--- src/adc_cmd_pkg.sv ---
// Constants shared by the serial command and readout logic
package adc_cmd_pkg;
  // Serial opcodes (bit 0 ignored for control group)
  localparam logic [6:0] OP_WAKE     = 7'h00;
  localparam logic [6:0] OP_STANDBY  = 7'h01;
  localparam logic [6:0] OP_SYNC     = 7'h02;
  localparam logic [6:0] OP_RESET    = 7'h03;
  localparam logic [7:0] OP_CONTINUOUS_READ_OPCODE   = 8'h10;
  localparam logic [7:0] OP_STOP_CONTINUOUS_OPCODE   = 8'h11;
  localparam logic [7:0] OP_RDATA    = 8'h12;
  localparam logic [2:0] OP_REGISTER_READ_OPCODE_HI  = 3'h1;
  localparam logic [2:0] OP_REGISTER_WRITE_OPCODE_HI  = 3'h2;
  localparam logic [7:0] OP_OFS_CAL  = 8'h60;
  localparam logic [7:0] OP_GAIN_CAL = 8'h61;
  // Register map of the converter
  localparam int         NUM_REGS    = 11;
  localparam logic [4:0] LAST_REG    = 5'h0a;
  localparam logic [3:0] CFG0_IDX    = 4'h1;
  localparam logic [4:0] OFC_BASE    = 5'h05;
  localparam logic [4:0] FSC_BASE    = 5'h08;
  localparam logic [7:0] REG_RST [0:10] = '{8'h00, 8'h52, 8'h08, 8'h32, 8'h03,
    8'h00, 8'h00, 8'h00, 8'h00, 8'h00, 8'h40};
  localparam logic [1:0] FILT_BYPASS = 2'h0;
  localparam logic [1:0] FILT_SINC   = 2'h1;
  // Result codes
  localparam logic [31:0] CLIP_POS   = 32'h7fffffff;
  localparam logic [31:0] CLIP_NEG   = 32'h80000000;
  // Counts in master-clock cycles or result periods
  localparam logic [2:0] PULSE_CYC   = 3'h4;
  localparam logic [6:0] TIMEOUT_PER = 7'h40;
  localparam logic [5:0] LOST_READS  = 6'h3f;
  localparam logic [2:0] MCLK_WRAP   = 3'h3;
  localparam logic [2:0] MCLK_SYNC   = 3'h5;
  // Bus register offsets
  localparam logic [3:0] OFF_STATUS  = 4'h0;
  localparam logic [3:0] OFF_CONTROL = 4'h4;
  localparam logic [3:0] OFF_RESULT  = 4'h8;
  localparam logic [1:0] RESP_OKAY   = 2'h0;
  localparam logic [1:0] RESP_SLVERR = 2'h2;
  // Command decoder states
  typedef enum logic [2:0] {
    ST_IDLE = 3'b000, ST_RD_CNT = 3'b001, ST_RD_DATA = 3'b010,
    ST_WR_CNT = 3'b011, ST_WR_DATA = 3'b100
  } state_type;
endpackage : adc_cmd_pkg

--- src/adc_serial_command_readout.sv ---
// Serial command interpreter and result readout of a delta-sigma converter
// Functional notes
// - Result is 32 bits, LSB repeats sign
// - Clip codes: positive LSB set, negative cleared
// - Sinc-only halves scale, never clips
// - Continuous mode default; MSB out at ready fall
// - First SCLK fall raises ready; then zeros
// - Stop-continuous blocks ready, conversions continue
// - Read-data opcode; ready falls when data arrive
// - Wake-up leaves standby, else no effect
// - Filter select 00: modulator pins drive, clk/4
// - Sync restarts modulator clock, rise five later
// - Control opcodes decoded ignoring bit 0
// - Opcodes 10h, 11h, 12h recognised
// - Calibration opcodes update calibration registers
// - Register read: address, count; data from 16th fall
// - Register write: address, count, data bytes
// - Sync opcode restarts conversion process
// - Reset opcode loads defaults, continuous on
// - Standby keeps registers and serial port alive
// - Capture on SCLK rise, drive on fall
// - SCLK low 64 periods resets serial port
// - Unread result: ready pulses high four clocks
// - Register write restarts, 63 readings lost
//
// The AXI4-Lite slave port and the register offsets were left to the implementer.
`timescale 1ns/1ps
module adc_serial_command_readout #(
  parameter logic [7:0] ID_VALUE = 8'h00, // Arbitrary identity value
  parameter int         AW       = 4
) (
  input  wire logic          I_SYS_CLK,
  input  wire logic          I_RST,
  input  wire logic          I_SCLK,
  input  wire logic          I_DIN,
  input  wire logic          I_SYNC,
  output logic               O_DOUT,
  output logic               O_RESULT_READY_N,
  input  wire logic [30:0]   I_SAMPLE,
  input  wire logic          I_SAMPLE_VALID,
  input  wire logic          I_CLIP_POS,
  input  wire logic          I_CLIP_NEG,
  input  wire logic [1:0]    I_MOD_BITS,
  input  wire logic          I_CAL_DONE,
  input  wire logic [23:0]   I_CAL_VALUE,
  output logic               O_CAL_START,
  output logic               O_CAL_GAIN,
  output logic               O_RESTART,
  output logic               O_STANDBY,
  output logic [1:0]         O_FILTER_SELECT,
  output logic               O_MODULATOR_BIT_A,
  output logic               O_MODULATOR_BIT_A_OE,
  output logic               O_MODULATOR_BIT_B,
  output logic               O_MODULATOR_BIT_B_OE,
  output logic               O_MOD_CLK,
  output logic               O_MOD_CLK_OE,
  input  wire logic [AW-1:0] I_AWADDR,
  input  wire logic          I_AWVALID,
  output logic               O_AWREADY,
  input  wire logic [31:0]   I_WDATA,
  input  wire logic [3:0]    I_WSTRB,
  input  wire logic          I_WVALID,
  output logic               O_WREADY,
  output logic [1:0]         O_BRESP,
  output logic               O_BVALID,
  input  wire logic          I_BREADY,
  input  wire logic [AW-1:0] I_ARADDR,
  input  wire logic          I_ARVALID,
  output logic               O_ARREADY,
  output logic [31:0]        O_RDATA,
  output logic [1:0]         O_RRESP,
  output logic               O_RVALID,
  input  wire logic          I_RREADY
);
  // Pin synchronisers; the third SCLK stage is only for edge finding
  logic [2:0] sclk_s;
  logic [1:0] din_s;
  logic [2:0] sync_s;
  always_ff @(posedge I_SYS_CLK or posedge I_RST) begin
    if (I_RST) begin
      sclk_s <= 3'h0;
      din_s  <= 2'h0;
      sync_s <= 3'h7; // Sync idles high; no false rise after reset
    end else begin
      sclk_s <= {sclk_s[1:0], I_SCLK};
      din_s  <= {din_s[0], I_DIN};
      sync_s <= {sync_s[1:0], I_SYNC};
    end
  end
  logic sclk_rise, sclk_fall, sync_rise;
  assign sclk_rise = sclk_s[1] & ~sclk_s[2];
  assign sclk_fall = ~sclk_s[1] & sclk_s[2];
  assign sync_rise = sync_s[1] & ~sync_s[2];

  logic [7:0] regs_r [0:10];
  logic [7:0] regs_nxt [0:10];
  logic bypass;
  assign bypass = regs_r[adc_cmd_pkg::CFG0_IDX][1:0] == adc_cmd_pkg::FILT_BYPASS;

  // Modulator clock divider, phase reset by sync
  logic [2:0] mcnt_r, mcnt_nxt;
  logic       mclk_r, mclk_nxt;
  logic [1:0] mbits_r, mbits_nxt;
  always_comb begin
    if (bypass && sync_rise) begin
      mcnt_nxt = adc_cmd_pkg::MCLK_SYNC;
    end else if (mcnt_r == adc_cmd_pkg::MCLK_WRAP) begin
      mcnt_nxt = 3'h0;
    end else begin
      mcnt_nxt = mcnt_r + 3'h1;
    end
    mclk_nxt  = mcnt_nxt[2:1] == 2'h1;
    mbits_nxt = I_MOD_BITS;
  end
  always_ff @(posedge I_SYS_CLK or posedge I_RST) begin
    if (I_RST) begin
      mcnt_r  <= 3'h0;
      mclk_r  <= 1'b0;
      mbits_r <= 2'h0;
    end else begin
      mcnt_r  <= mcnt_nxt;
      mclk_r  <= mclk_nxt;
      mbits_r <= mbits_nxt;
    end
  end

  // Result formatting: sign copy in LSB, clip codes, sinc half scale
  logic [31:0] fmt;
  logic        sinc;
  assign sinc = regs_r[adc_cmd_pkg::CFG0_IDX][1:0] == adc_cmd_pkg::FILT_SINC;
  always_comb begin
    if (sinc) begin
      fmt = {I_SAMPLE[30], I_SAMPLE};
    end else if (I_CLIP_POS) begin
      fmt = adc_cmd_pkg::CLIP_POS;
    end else if (I_CLIP_NEG) begin
      fmt = adc_cmd_pkg::CLIP_NEG;
    end else begin
      fmt = {I_SAMPLE, I_SAMPLE[30]};
    end
  end

  // Serial command and readout state
  adc_cmd_pkg::state_type st_r, st_nxt;
  logic [2:0]  bit_r, bit_nxt, pls_r, pls_nxt;
  logic [6:0]  rx_r, rx_nxt, to_r, to_nxt;
  logic [4:0]  addr_r, addr_nxt, left_r, left_nxt;
  logic [31:0] tx_r, tx_nxt, word_r, word_nxt;
  logic [5:0]  disc_r, disc_nxt;
  logic cont_r, cont_nxt, stby_r, stby_nxt, pend_r, pend_nxt, rdy_r, rdy_nxt;
  logic ld_r, ld_nxt, cal_r, cal_nxt, calg_r, calg_nxt, rst_r, rst_nxt;
  logic ctl_hold_r;
  logic [7:0]  b, rd_byte;
  logic        accept, to_hit;
  assign b       = {rx_r, din_s[1]};
  assign accept  = I_SAMPLE_VALID && disc_r == 6'h0 && !stby_r;
  assign to_hit  = to_r == adc_cmd_pkg::TIMEOUT_PER;
  assign rd_byte = addr_r <= adc_cmd_pkg::LAST_REG ? regs_r[addr_r[3:0]] : 8'h00;
  always_comb begin
    st_nxt = st_r;  bit_nxt = bit_r;  rx_nxt = rx_r;  addr_nxt = addr_r;
    left_nxt = left_r;  regs_nxt = regs_r;  cont_nxt = cont_r;
    stby_nxt = stby_r;  pend_nxt = pend_r;  pls_nxt = pls_r;  rdy_nxt = rdy_r;
    tx_nxt = tx_r;  word_nxt = word_r;  disc_nxt = disc_r;  ld_nxt = ld_r;
    cal_nxt = 1'b0;  calg_nxt = calg_r;  rst_nxt = 1'b0;
    // Idle SCLK counted in result periods
    if (sclk_rise || sclk_fall) begin
      to_nxt = 7'h0;
    end else if (I_SAMPLE_VALID && !to_hit) begin
      to_nxt = to_r + 7'h1;
    end else begin
      to_nxt = to_r;
    end
    // New result; readings after a restart are dropped
    if (accept) begin
      word_nxt = fmt;
      if (cont_r || pend_r) begin
        pls_nxt  = adc_cmd_pkg::PULSE_CYC;
        rdy_nxt  = 1'b1;
        pend_nxt = 1'b0;
      end
    end else if (I_SAMPLE_VALID && disc_r != 6'h0) begin
      disc_nxt = disc_r - 6'h1;
    end
    // Output changes on falling SCLK
    if (sclk_fall) begin
      rdy_nxt = 1'b1;
      tx_nxt  = ld_r ? {rd_byte, 24'h0} : {tx_r[30:0], 1'b0};
      ld_nxt  = 1'b0;
    end
    // End of high pulse: ready falls with MSB already on the pin
    if (pls_r != 3'h0) begin
      pls_nxt = pls_r - 3'h1;
      if (pls_r == 3'h1) begin
        rdy_nxt = 1'b0;
        tx_nxt  = word_r;
      end
    end
    // Input captured on rising SCLK
    if (sclk_rise) begin
      rx_nxt  = b[6:0];
      bit_nxt = bit_r + 3'h1;
      if (bit_r == 3'h7) begin
        unique case (st_r)
          adc_cmd_pkg::ST_IDLE: begin
            if (b[7:1] == adc_cmd_pkg::OP_WAKE) begin
              stby_nxt = 1'b0;
            end else if (b[7:1] == adc_cmd_pkg::OP_STANDBY) begin
              stby_nxt = 1'b1;
            end else if (b[7:1] == adc_cmd_pkg::OP_SYNC) begin
              rst_nxt  = 1'b1;
              disc_nxt = adc_cmd_pkg::LOST_READS;
            end else if (b[7:1] == adc_cmd_pkg::OP_RESET) begin
              regs_nxt = adc_cmd_pkg::REG_RST;
              cont_nxt = 1'b1;
              rst_nxt  = 1'b1;
              disc_nxt = adc_cmd_pkg::LOST_READS;
            end else if (b == adc_cmd_pkg::OP_CONTINUOUS_READ_OPCODE) begin
              cont_nxt = 1'b1;
            end else if (b == adc_cmd_pkg::OP_STOP_CONTINUOUS_OPCODE) begin
              cont_nxt = 1'b0;
            end else if (b == adc_cmd_pkg::OP_RDATA) begin
              pend_nxt = 1'b1;
            end else if (b[7:5] == adc_cmd_pkg::OP_REGISTER_READ_OPCODE_HI) begin
              addr_nxt = b[4:0];
              st_nxt   = adc_cmd_pkg::ST_RD_CNT;
            end else if (b[7:5] == adc_cmd_pkg::OP_REGISTER_WRITE_OPCODE_HI) begin
              addr_nxt = b[4:0];
              st_nxt   = adc_cmd_pkg::ST_WR_CNT;
            end else if (b == adc_cmd_pkg::OP_OFS_CAL || b == adc_cmd_pkg::OP_GAIN_CAL) begin
              cal_nxt  = 1'b1;
              calg_nxt = b[0];
            end
            // Anything else falls through unused
          end
          adc_cmd_pkg::ST_RD_CNT: begin
            left_nxt = b[4:0];
            st_nxt   = adc_cmd_pkg::ST_RD_DATA;
            ld_nxt   = 1'b1;
          end
          adc_cmd_pkg::ST_RD_DATA: begin
            if (left_r == 5'h0) begin
              st_nxt = adc_cmd_pkg::ST_IDLE;
            end else begin
              left_nxt = left_r - 5'h1;
              addr_nxt = addr_r + 5'h1;
              ld_nxt   = 1'b1;
            end
          end
          adc_cmd_pkg::ST_WR_CNT: begin
            left_nxt = b[4:0];
            st_nxt   = adc_cmd_pkg::ST_WR_DATA;
          end
          adc_cmd_pkg::ST_WR_DATA: begin
            // Identity byte is read-only; unmapped addresses are dropped
            if (addr_r != 5'h0 && addr_r <= adc_cmd_pkg::LAST_REG) begin
              regs_nxt[addr_r[3:0]] = b;
            end
            rst_nxt  = 1'b1;
            disc_nxt = adc_cmd_pkg::LOST_READS;
            if (left_r == 5'h0) begin
              st_nxt = adc_cmd_pkg::ST_IDLE;
            end else begin
              left_nxt = left_r - 5'h1;
              addr_nxt = addr_r + 5'h1;
            end
          end
          default: st_nxt = adc_cmd_pkg::ST_IDLE;
        endcase
      end
    end
    // Calibration engine writes its three-byte answer
    if (I_CAL_DONE) begin
      for (int i = 0; i < 3; i++) begin
        regs_nxt[(calg_r ? 4'h8 : 4'h5) + 4'(i)] = I_CAL_VALUE[8*i +: 8];
      end
    end
    regs_nxt[0] = ID_VALUE;
    // Stalled SCLK or software hold recovers the port; the next edge counts
    if ((to_hit && !sclk_rise && !sclk_fall) || ctl_hold_r) begin
      st_nxt  = adc_cmd_pkg::ST_IDLE;
      bit_nxt = 3'h0;
      ld_nxt  = 1'b0;
    end
  end
  always_ff @(posedge I_SYS_CLK or posedge I_RST) begin
    if (I_RST) begin
      st_r <= adc_cmd_pkg::ST_IDLE;
      bit_r <= 3'h0;  rx_r <= 7'h0;  to_r <= 7'h0;  addr_r <= 5'h0;
      left_r <= 5'h0;  regs_r <= adc_cmd_pkg::REG_RST;  cont_r <= 1'b1;
      stby_r <= 1'b0;  pend_r <= 1'b0;  pls_r <= 3'h0;  rdy_r <= 1'b1;
      tx_r <= 32'h0;  word_r <= 32'h0;  disc_r <= 6'h0;  ld_r <= 1'b0;
      cal_r <= 1'b0;  calg_r <= 1'b0;  rst_r <= 1'b0;
    end else begin
      st_r <= st_nxt;
      bit_r <= bit_nxt;  rx_r <= rx_nxt;  to_r <= to_nxt;  addr_r <= addr_nxt;
      left_r <= left_nxt;  regs_r <= regs_nxt;  cont_r <= cont_nxt;
      stby_r <= stby_nxt;  pend_r <= pend_nxt;  pls_r <= pls_nxt;  rdy_r <= rdy_nxt;
      tx_r <= tx_nxt;  word_r <= word_nxt;  disc_r <= disc_nxt;  ld_r <= ld_nxt;
      cal_r <= cal_nxt;  calg_r <= calg_nxt;  rst_r <= rst_nxt;
    end
  end

  // Bus slave; one write and one read at a time
  logic          awg_r, awg_nxt, wg_r, wg_nxt, bv_r, bv_nxt, rv_r, rv_nxt;
  logic          ctl_nxt;
  logic [AW-1:0] awa_r, awa_nxt;
  logic [31:0]   wd_r, wd_nxt, rd_r, rd_nxt;
  logic [1:0]    br_r, br_nxt, rr_r, rr_nxt;
  logic [3:0]    ws_r, ws_nxt;
  assign O_AWREADY = !awg_r && !bv_r;
  assign O_WREADY  = !wg_r && !bv_r;
  assign O_ARREADY = !rv_r;
  always_comb begin
    awg_nxt = awg_r;  wg_nxt = wg_r;  bv_nxt = bv_r;  rv_nxt = rv_r;
    awa_nxt = awa_r;  wd_nxt = wd_r;  ws_nxt = ws_r;  br_nxt = br_r;
    rd_nxt = rd_r;  rr_nxt = rr_r;  ctl_nxt = ctl_hold_r;
    if (I_AWVALID && O_AWREADY) begin
      awg_nxt = 1'b1;
      awa_nxt = I_AWADDR;
    end
    if (I_WVALID && O_WREADY) begin
      wg_nxt = 1'b1;
      wd_nxt = I_WDATA;
      ws_nxt = I_WSTRB;
    end
    if (awg_r && wg_r) begin
      awg_nxt = 1'b0;
      wg_nxt  = 1'b0;
      bv_nxt  = 1'b1;
      br_nxt  = awa_r[3:0] == adc_cmd_pkg::OFF_CONTROL ? adc_cmd_pkg::RESP_OKAY
                                                      : adc_cmd_pkg::RESP_SLVERR;
      if (awa_r[3:0] == adc_cmd_pkg::OFF_CONTROL && ws_r[0]) begin
        ctl_nxt = wd_r[0];
      end
    end else if (bv_r && I_BREADY) begin
      bv_nxt = 1'b0;
    end
    if (I_ARVALID && O_ARREADY) begin
      rv_nxt = 1'b1;
      rr_nxt = adc_cmd_pkg::RESP_OKAY;
      unique case (I_ARADDR[3:0])
        adc_cmd_pkg::OFF_STATUS:  rd_nxt = {22'h0, regs_r[1][1:0], st_r, pend_r,
                                             bypass, stby_r, cont_r, rdy_r};
        adc_cmd_pkg::OFF_CONTROL: rd_nxt = {31'h0, ctl_hold_r};
        adc_cmd_pkg::OFF_RESULT:  rd_nxt = word_r;
        default: begin
          rd_nxt = 32'h0;
          rr_nxt = adc_cmd_pkg::RESP_SLVERR;
        end
      endcase
    end else if (rv_r && I_RREADY) begin
      rv_nxt = 1'b0;
    end
  end
  always_ff @(posedge I_SYS_CLK or posedge I_RST) begin
    if (I_RST) begin
      awg_r <= 1'b0;  wg_r <= 1'b0;  bv_r <= 1'b0;  rv_r <= 1'b0;
      awa_r <= '0;  wd_r <= 32'h0;  ws_r <= 4'h0;  br_r <= 2'h0;
      rd_r <= 32'h0;  rr_r <= 2'h0;  ctl_hold_r <= 1'b0;
    end else begin
      awg_r <= awg_nxt;  wg_r <= wg_nxt;  bv_r <= bv_nxt;  rv_r <= rv_nxt;
      awa_r <= awa_nxt;  wd_r <= wd_nxt;  ws_r <= ws_nxt;  br_r <= br_nxt;
      rd_r <= rd_nxt;  rr_r <= rr_nxt;  ctl_hold_r <= ctl_nxt;
    end
  end

  // Outputs from flip-flops; the three enables are decoded from the filter select bits
  assign O_DOUT               = tx_r[31];
  assign O_RESULT_READY_N     = rdy_r;
  assign O_CAL_START          = cal_r;
  assign O_CAL_GAIN           = calg_r;
  assign O_RESTART            = rst_r;
  assign O_STANDBY            = stby_r;
  assign O_FILTER_SELECT      = regs_r[adc_cmd_pkg::CFG0_IDX][1:0];
  assign O_MODULATOR_BIT_A    = mbits_r[0];
  assign O_MODULATOR_BIT_B    = mbits_r[1];
  assign O_MOD_CLK            = mclk_r;
  assign O_MODULATOR_BIT_A_OE = bypass;
  assign O_MODULATOR_BIT_B_OE = bypass;
  assign O_MOD_CLK_OE         = bypass;
  assign O_BVALID = bv_r;
  assign O_BRESP  = br_r;
  assign O_RVALID = rv_r;
  assign O_RDATA  = rd_r;
  assign O_RRESP  = rr_r;
endmodule : adc_serial_command_readout

--- config.mk ---
export PLATFORM = sky130hd
export DESIGN_NAME = adc_serial_command_readout
export DESIGN_NICKNAME = d
export VERILOG_FILES = /design/src/adc_cmd_pkg.sv /design/src/adc_serial_command_readout.sv
export SDC_FILE = /design/constraint.sdc
export NUM_CORES = 1
export LEC_CHECK = 0
export BUFFER_PORTS_ARGS = -buffer_cell sky130_fd_sc_hd__buf_4
export CAP_MARGIN = 15
export CORE_ASPECT_RATIO = 1.1
export CORE_MARGIN = 5
export CORE_UTILIZATION = 30
export CTS_CLUSTER_SIZE = 28
export DETAILED_ROUTE_END_ITERATION = 16
export PLACE_DENSITY_LB_ADDON = 0.08
export SLEW_MARGIN = 40
export SYNTH_ARGS = -nofsm -noshare
export SYNTH_HDL_FRONTEND = slang
export SYNTH_SLANG_ARGS = --single-unit
--- constraint.sdc ---
create_clock -name I_SYS_CLK -period 23.6 [get_ports I_SYS_CLK]
set_clock_uncertainty 0.2 [all_clocks]
set_input_delay 2.36 -clock I_SYS_CLK [delete_from_list [all_inputs] [get_ports I_SYS_CLK]]
set_output_delay 2.36 -clock I_SYS_CLK [all_outputs]
set_load 0.02 [all_outputs]
# Word-level counts from Yosys, hierarchy flattened
# Cells that the tools add are included.
word_totals:
  register_bits: 252
  output_inout_bits: 55
classes:
  reduce_logical: 66
  n_eq_ne: 41
  order_cmp: 9
  addsub: 9
  n_mux: 137
  bitwise: 19
ops:
  columns: ["operator", "count"]
  rows:
  - ["2-to-1 mux 80 bit", 5]
  - ["bitwise mux 88 bit", 4]
  - ["2-to-1 mux 88 bit", 3]
  - ["2-to-1 mux 32 bit", 7]
  - ["one-hot mux 88 bit (2 select lines)", 1]
  - ["demux 8 bit (select 4 bit)", 4]
  - ["one-hot mux 32 bit (3 select lines)", 1]
  - ["2-to-1 mux 3 bit", 20]
  - ["2-to-1 mux 8 bit", 7]
  - ["2-to-1 mux 5 bit", 11]
  - ["2-to-1 mux 1 bit", 54]
  - ["2-to-1 mux 6 bit", 8]
  - ["binary-select mux 8 bit (select 4 bit)", 1]
  - ["== test 8 x 5 -> 1 bit, second input constant", 3]
  - ["!= test 3 bit, second input constant", 8]
  - ["nonzero test 2 bit", 12]
  - ["logical AND 1 bit", 21]
  - ["greater-or-equal comparator 5 bit, second input constant", 4]
  - ["less-than comparator 5 x 1 -> 1 bit, second input constant", 4]
  - ["inverter 4 -> 5 bit", 4]
  - ["one-hot mux 5 bit (2 select lines)", 2]
  - ["== test 8 x 7 -> 1 bit, second input constant", 2]
  - ["!= test 2 bit, second input constant", 8]
  - ["== test 7 x 2 -> 1 bit, second input constant", 2]
  - ["46 further kinds", 85]

# Logic depth before layout (Yosys ltp)
depth:
  depth_word: 15
  ltp_mapped: 10
  ltp_nobuf: 6

# Worst setup path after synthesis
# Ideal clock, no wire load.
synth_timing:
  path_type: "input port to flip-flop"
  start: "in I_SAMPLE_VALID"
  end: "reg pls_r[1]"
  t_arrival_ns: 3.642
  setup_time_ns: 0.127
  required_ns: 23.273
  cell_stages: 5
  setup_slack_ns: 19.631
  cell_sequence: "clkbuf_1 nand2b_1 or4_4 a21oi_2 mux2_1"
synth_via:
  elab_chain_cells: 4
synth_rtl:
  columns: ["item", "line", "text"]
  rows:
  - ["start, declared", "adc_serial_command_readout.sv:40", "input wire logic I_SAMPLE_VALID,"]
  - ["logical AND 1 bit (2 in series)", "adc_serial_command_readout.sv:156", "assign accept = I_SAMPLE_VALID && disc_r == 6'h0 && !stby_r;"]
  - ["nonzero test 2 bit (no line)", null, null]
  - ["AND reduction 2 bit (no line)", null, null]
  - ["end signal, assigned", "adc_serial_command_readout.sv:297", "stby_r <= stby_nxt; pend_r <= pend_nxt; pls_r <= pls_nxt; rdy_r <= rdy_nxt;"]
  - ["end, declared", "adc_serial_command_readout.sv:145", "logic [2:0] bit_r, bit_nxt, pls_r, pls_nxt;"]
# No other way between the ends.
# A chain may end at the register's enable or synchronous reset.

==> results.py <==
metrics = {
    "worst_hold_path": {
        "hold_depth": 0,
        "hold_path.startpoint": "sclk_s[0]",
        "worstHoldPathType": "flop to flop",
        "min_to": "sclk_s[1]",
    },
    "layout": {
        "layout.cells.non_filler": 2071,
        "fillCellCount": 4612,
        "drive_above_1_share_pct": 21.2,
        "nNetsFinal": 1596,
        "final_core_util_pct": 36.1,
        "diodes": 0,
        "syn_to_final_growth_pct": 19.4,
    },
    "routing": {
        "ant_nets": 0,
        "viasPerCell": 5.43,
        "first_iter_violations": 817,
        "wirelength_um": 45600,
        "routedWlPerCell_um": 22.0,
        "drc": 0,
        "first_pass_iters": 5,
        "vias": 11300,
    },
    "cts": {
        "cts_tree": "built",
        "numCtsBuffers": 31,
        "clkTransAtPathRegs_ns": 0.06,
        "htreeDepth": 1,
        "root_buffer": "clkbuf_16",
        "post_cts_resized": 0,
        "post_cts_buffers": 0,
        "ctsHoldBuffers": 0,
        "clock_latency_ns": 0.57,
        "cts.path.max_buffers": 3,
        "cts.sinks": 250,
    },
    "logic_synthesis": {
        "ys.flop_type": "dfrtp_1",
        "synth_top_area_share_pct": 43.8,
        "synth_seq_cells": 250,
        "synth_top_area_cell": "dfrtp_1",
        "ys_seq_area_share_pct": 46.8,
        "async_reset_ff_share_pct": 100,
        "synth_area_um2": 13400,
        "yosysMostFrequentCell": "dfrtp_1",
        "synthTopCellsByArea": "dfrtp_1 44%, nand2_1 3.9%, nor2_1 3.8%",
        "synth-edff-count": 0,
        "syn_avg_cell_area_um2": 9.63,
        "synth_common_cells": "235 x dfrtp_1, 141 x nand2_1, 136 x nor2_1, 88 x clkbuf_1, 70 x a21oi_1",
        "ys_types": 79,
        "yosysWarnings": 0,
        "syn_inst": 1393,
    },
    "die": {
        "chipHeight_um": 232,
        "initial_utilization_pct": 30.2,
        "die_x_um": 212,
        "ioPinCount": 170,
        "coreArea_um2": 44400,
        "row_count": 81,
        "die_area_um2": 49000,
    },
    "global_route": {
        "grt_start_max_net_pins": 122,
        "grt_pass1_wl_um": 71100,
        "grt_use_total_pct": 18.2,
        "grt_overflow": 0,
        "grt_antenna_before_repair": 0,
        "grt_pass1_vias": 11300,
    },
    "critical_path": {
        "end_kind": "output pin",
        "reg2reg_from": "addr_r[1]",
        "crit_path_max_incr_delay_ns": 0.52,
        "cp_max_fo": 6,
        "required_ns": 21.04,
        "startpoint_type": "flop",
        "worst_path_dominant_cell_family": "flip-flops",
        "crit_buf_inv": 1,
        "ff2ff_path_depth": 6,
        "worstPathCellList": "nor2_1, buf_4",
        "arrival_ns": 1.65,
        "cp.depth": 2,
        "cp_slowest_cell": "dfrtp_1",
        "timing.rr.end": "regs_r[36]",
        "worstSetupPathType": "flop to output pin",
        "reg2reg_slack_ns": 20.04,
    },
    "pwr": {
        "total_power_mw": 1.64,
        "pwr-share-comb_pct": 29.8,
        "internal-power_mw": 1.04,
        "p_sw_mw": 0.601,
        "p_sw_share_pct": 36.6,
        "p_per_area_nw_per_um2": 102,
        "vdd_drop_max_mv": 0.0560,
        "seqPwrFrac_pct": 39.9,
        "pwr-share-clk_pct": 30.3,
        "p_leak_nw": 6.94,
    },
    "sta": {
        "tightest_slew_ns": 0.827,
        "final-setup-viol-count": 0,
        "slew_violations": 0,
        "whs_ns": 0.148,
        "rsz0062_at_grt": "no",
        "fin_crit_ns": 4.21,
        "clock.fmax_mhz": 238,
        "tns_ns": 0,
        "finalCritPeriodShare_pct": 17.8,
        "max_slew_margin_pct": 44.6,
        "hold_viol_final": 0,
    },
    "run": {
        "cap_viol_max_count": 0,
    },
    "placement": {
        "io_buffers": 133,
        "gp_congestion": 0.831,
        "dpl.hpwl_um": 30400,
        "dp_cells": 2011,
    },
    "run_status": {
        "outcome": "completed",
    },
}
routing by layer:
| layer | vias up | track usage, % | share of wire [%] |
|---|---|---|---|
| met5 | - | 0 | 0 |
| met2 | 259 | 30.2 | 48 |
| met3 | 46 | 2.04 | 4.2 |
| met1 | 5669 | 25.7 | 46 |
| li1 | 5281 | - | - |
| met4 | 0 | 3.95 | 1.5 |
cell families after synthesis:
kind of cell             share of synthesized area, %
other                                          0.0280
buffers and inverters                            5.21
AO/OA/AOI/OAI                                    22.7
multiplexers                                     6.36
AND/OR/NAND/NOR                                  16.6
adder cells (fa/ha/maj)                          1.49
XOR/XNOR                                        0.849
flip-flops                                       46.8
per-stage QoR:
stage	area [um2]	worst slack (ns)
after floorplan	13400	14.19
after global placement	14900	18.99
after detailed placement	14900	19.36
after CTS	16000	19.32
after global routing	16000	19.30
final	16000	19.39
how the worst max path moves through the flow:
stage | from | endpoint | slack, ns
2_1_floorplan | I_RST | O_BRESP[1] | 14.19
3_3_place_gp | I_RST | addr_r[1] | 18.99
4_1_cts | flop | O_MODULATOR_BIT_B_OE | 19.32
5_1_grt | flop | O_MODULATOR_BIT_B_OE | 19.30
6_report | flop | O_MODULATOR_BIT_B_OE | 19.39
3_5_place_dp | I_SAMPLE_VALID | word_r[0] | 19.36
layout by cell type, fill, tap and decap left out, drive strengths merged, types with 9 or more instances in the layout:
| cell | netlist | layout |
|---|---|---|
| dfrtp | 235 | 235 |
| buf | 39 | 165 |
| nand2 | 141 | 141 |
| nor2 | 136 | 136 |
| a21oi | 71 | 71 |
| o21ai | 55 | 55 |
| a211oi | 54 | 54 |
| nand3 | 52 | 52 |
| clkbuf | 88 | 49 |
| inv | 33 | 35 |
| a21o | 34 | 34 |
| a31oi | 33 | 33 |
| a22oi | 33 | 33 |
| mux2i | 29 | 29 |
| a221oi | 23 | 23 |
| o2bb2ai | 21 | 21 |
| nand4 | 19 | 19 |
| mux2 | 18 | 18 |
| nand2b | 17 | 17 |
| o31ai | 16 | 16 |
| mux4 | 16 | 16 |
| ha | 16 | 16 |
| dfstp | 15 | 15 |
| nor2b | 15 | 15 |
| and2 | 14 | 14 |
| o211ai | 14 | 14 |
| o22ai | 13 | 13 |
| nor3 | 13 | 13 |
| nor4 | 13 | 13 |
| xnor2 | 9 | 9 |
power groups by stage:
stage	Combinational [mW]	Clock [mW]	Sequential, mW
2_1_floorplan	0.358	0	0.604
3_3_place_gp	0.486	0	0.658
3_5_place_dp	0.489	0	0.661
4_1_cts	0.491	0.515	0.654
5_1_grt	0.543	0.532	0.669
6_report	0.490	0.497	0.654
cell type report:
type                            count  area, um2  share of cell area (%)
Timing Repair Buffer              165       1260                    7.85
Clock inverter                      9        129                   0.805
Multi-Input combinational cell    981       6540                    40.8
Inverter                           36        148                   0.922
Clock buffer                       49        933                    5.83
Tap cell                          581        727                    4.54
Sequential cell                   250       6280                    39.2
Note: power is estimated with default switching activity, not from simulation.
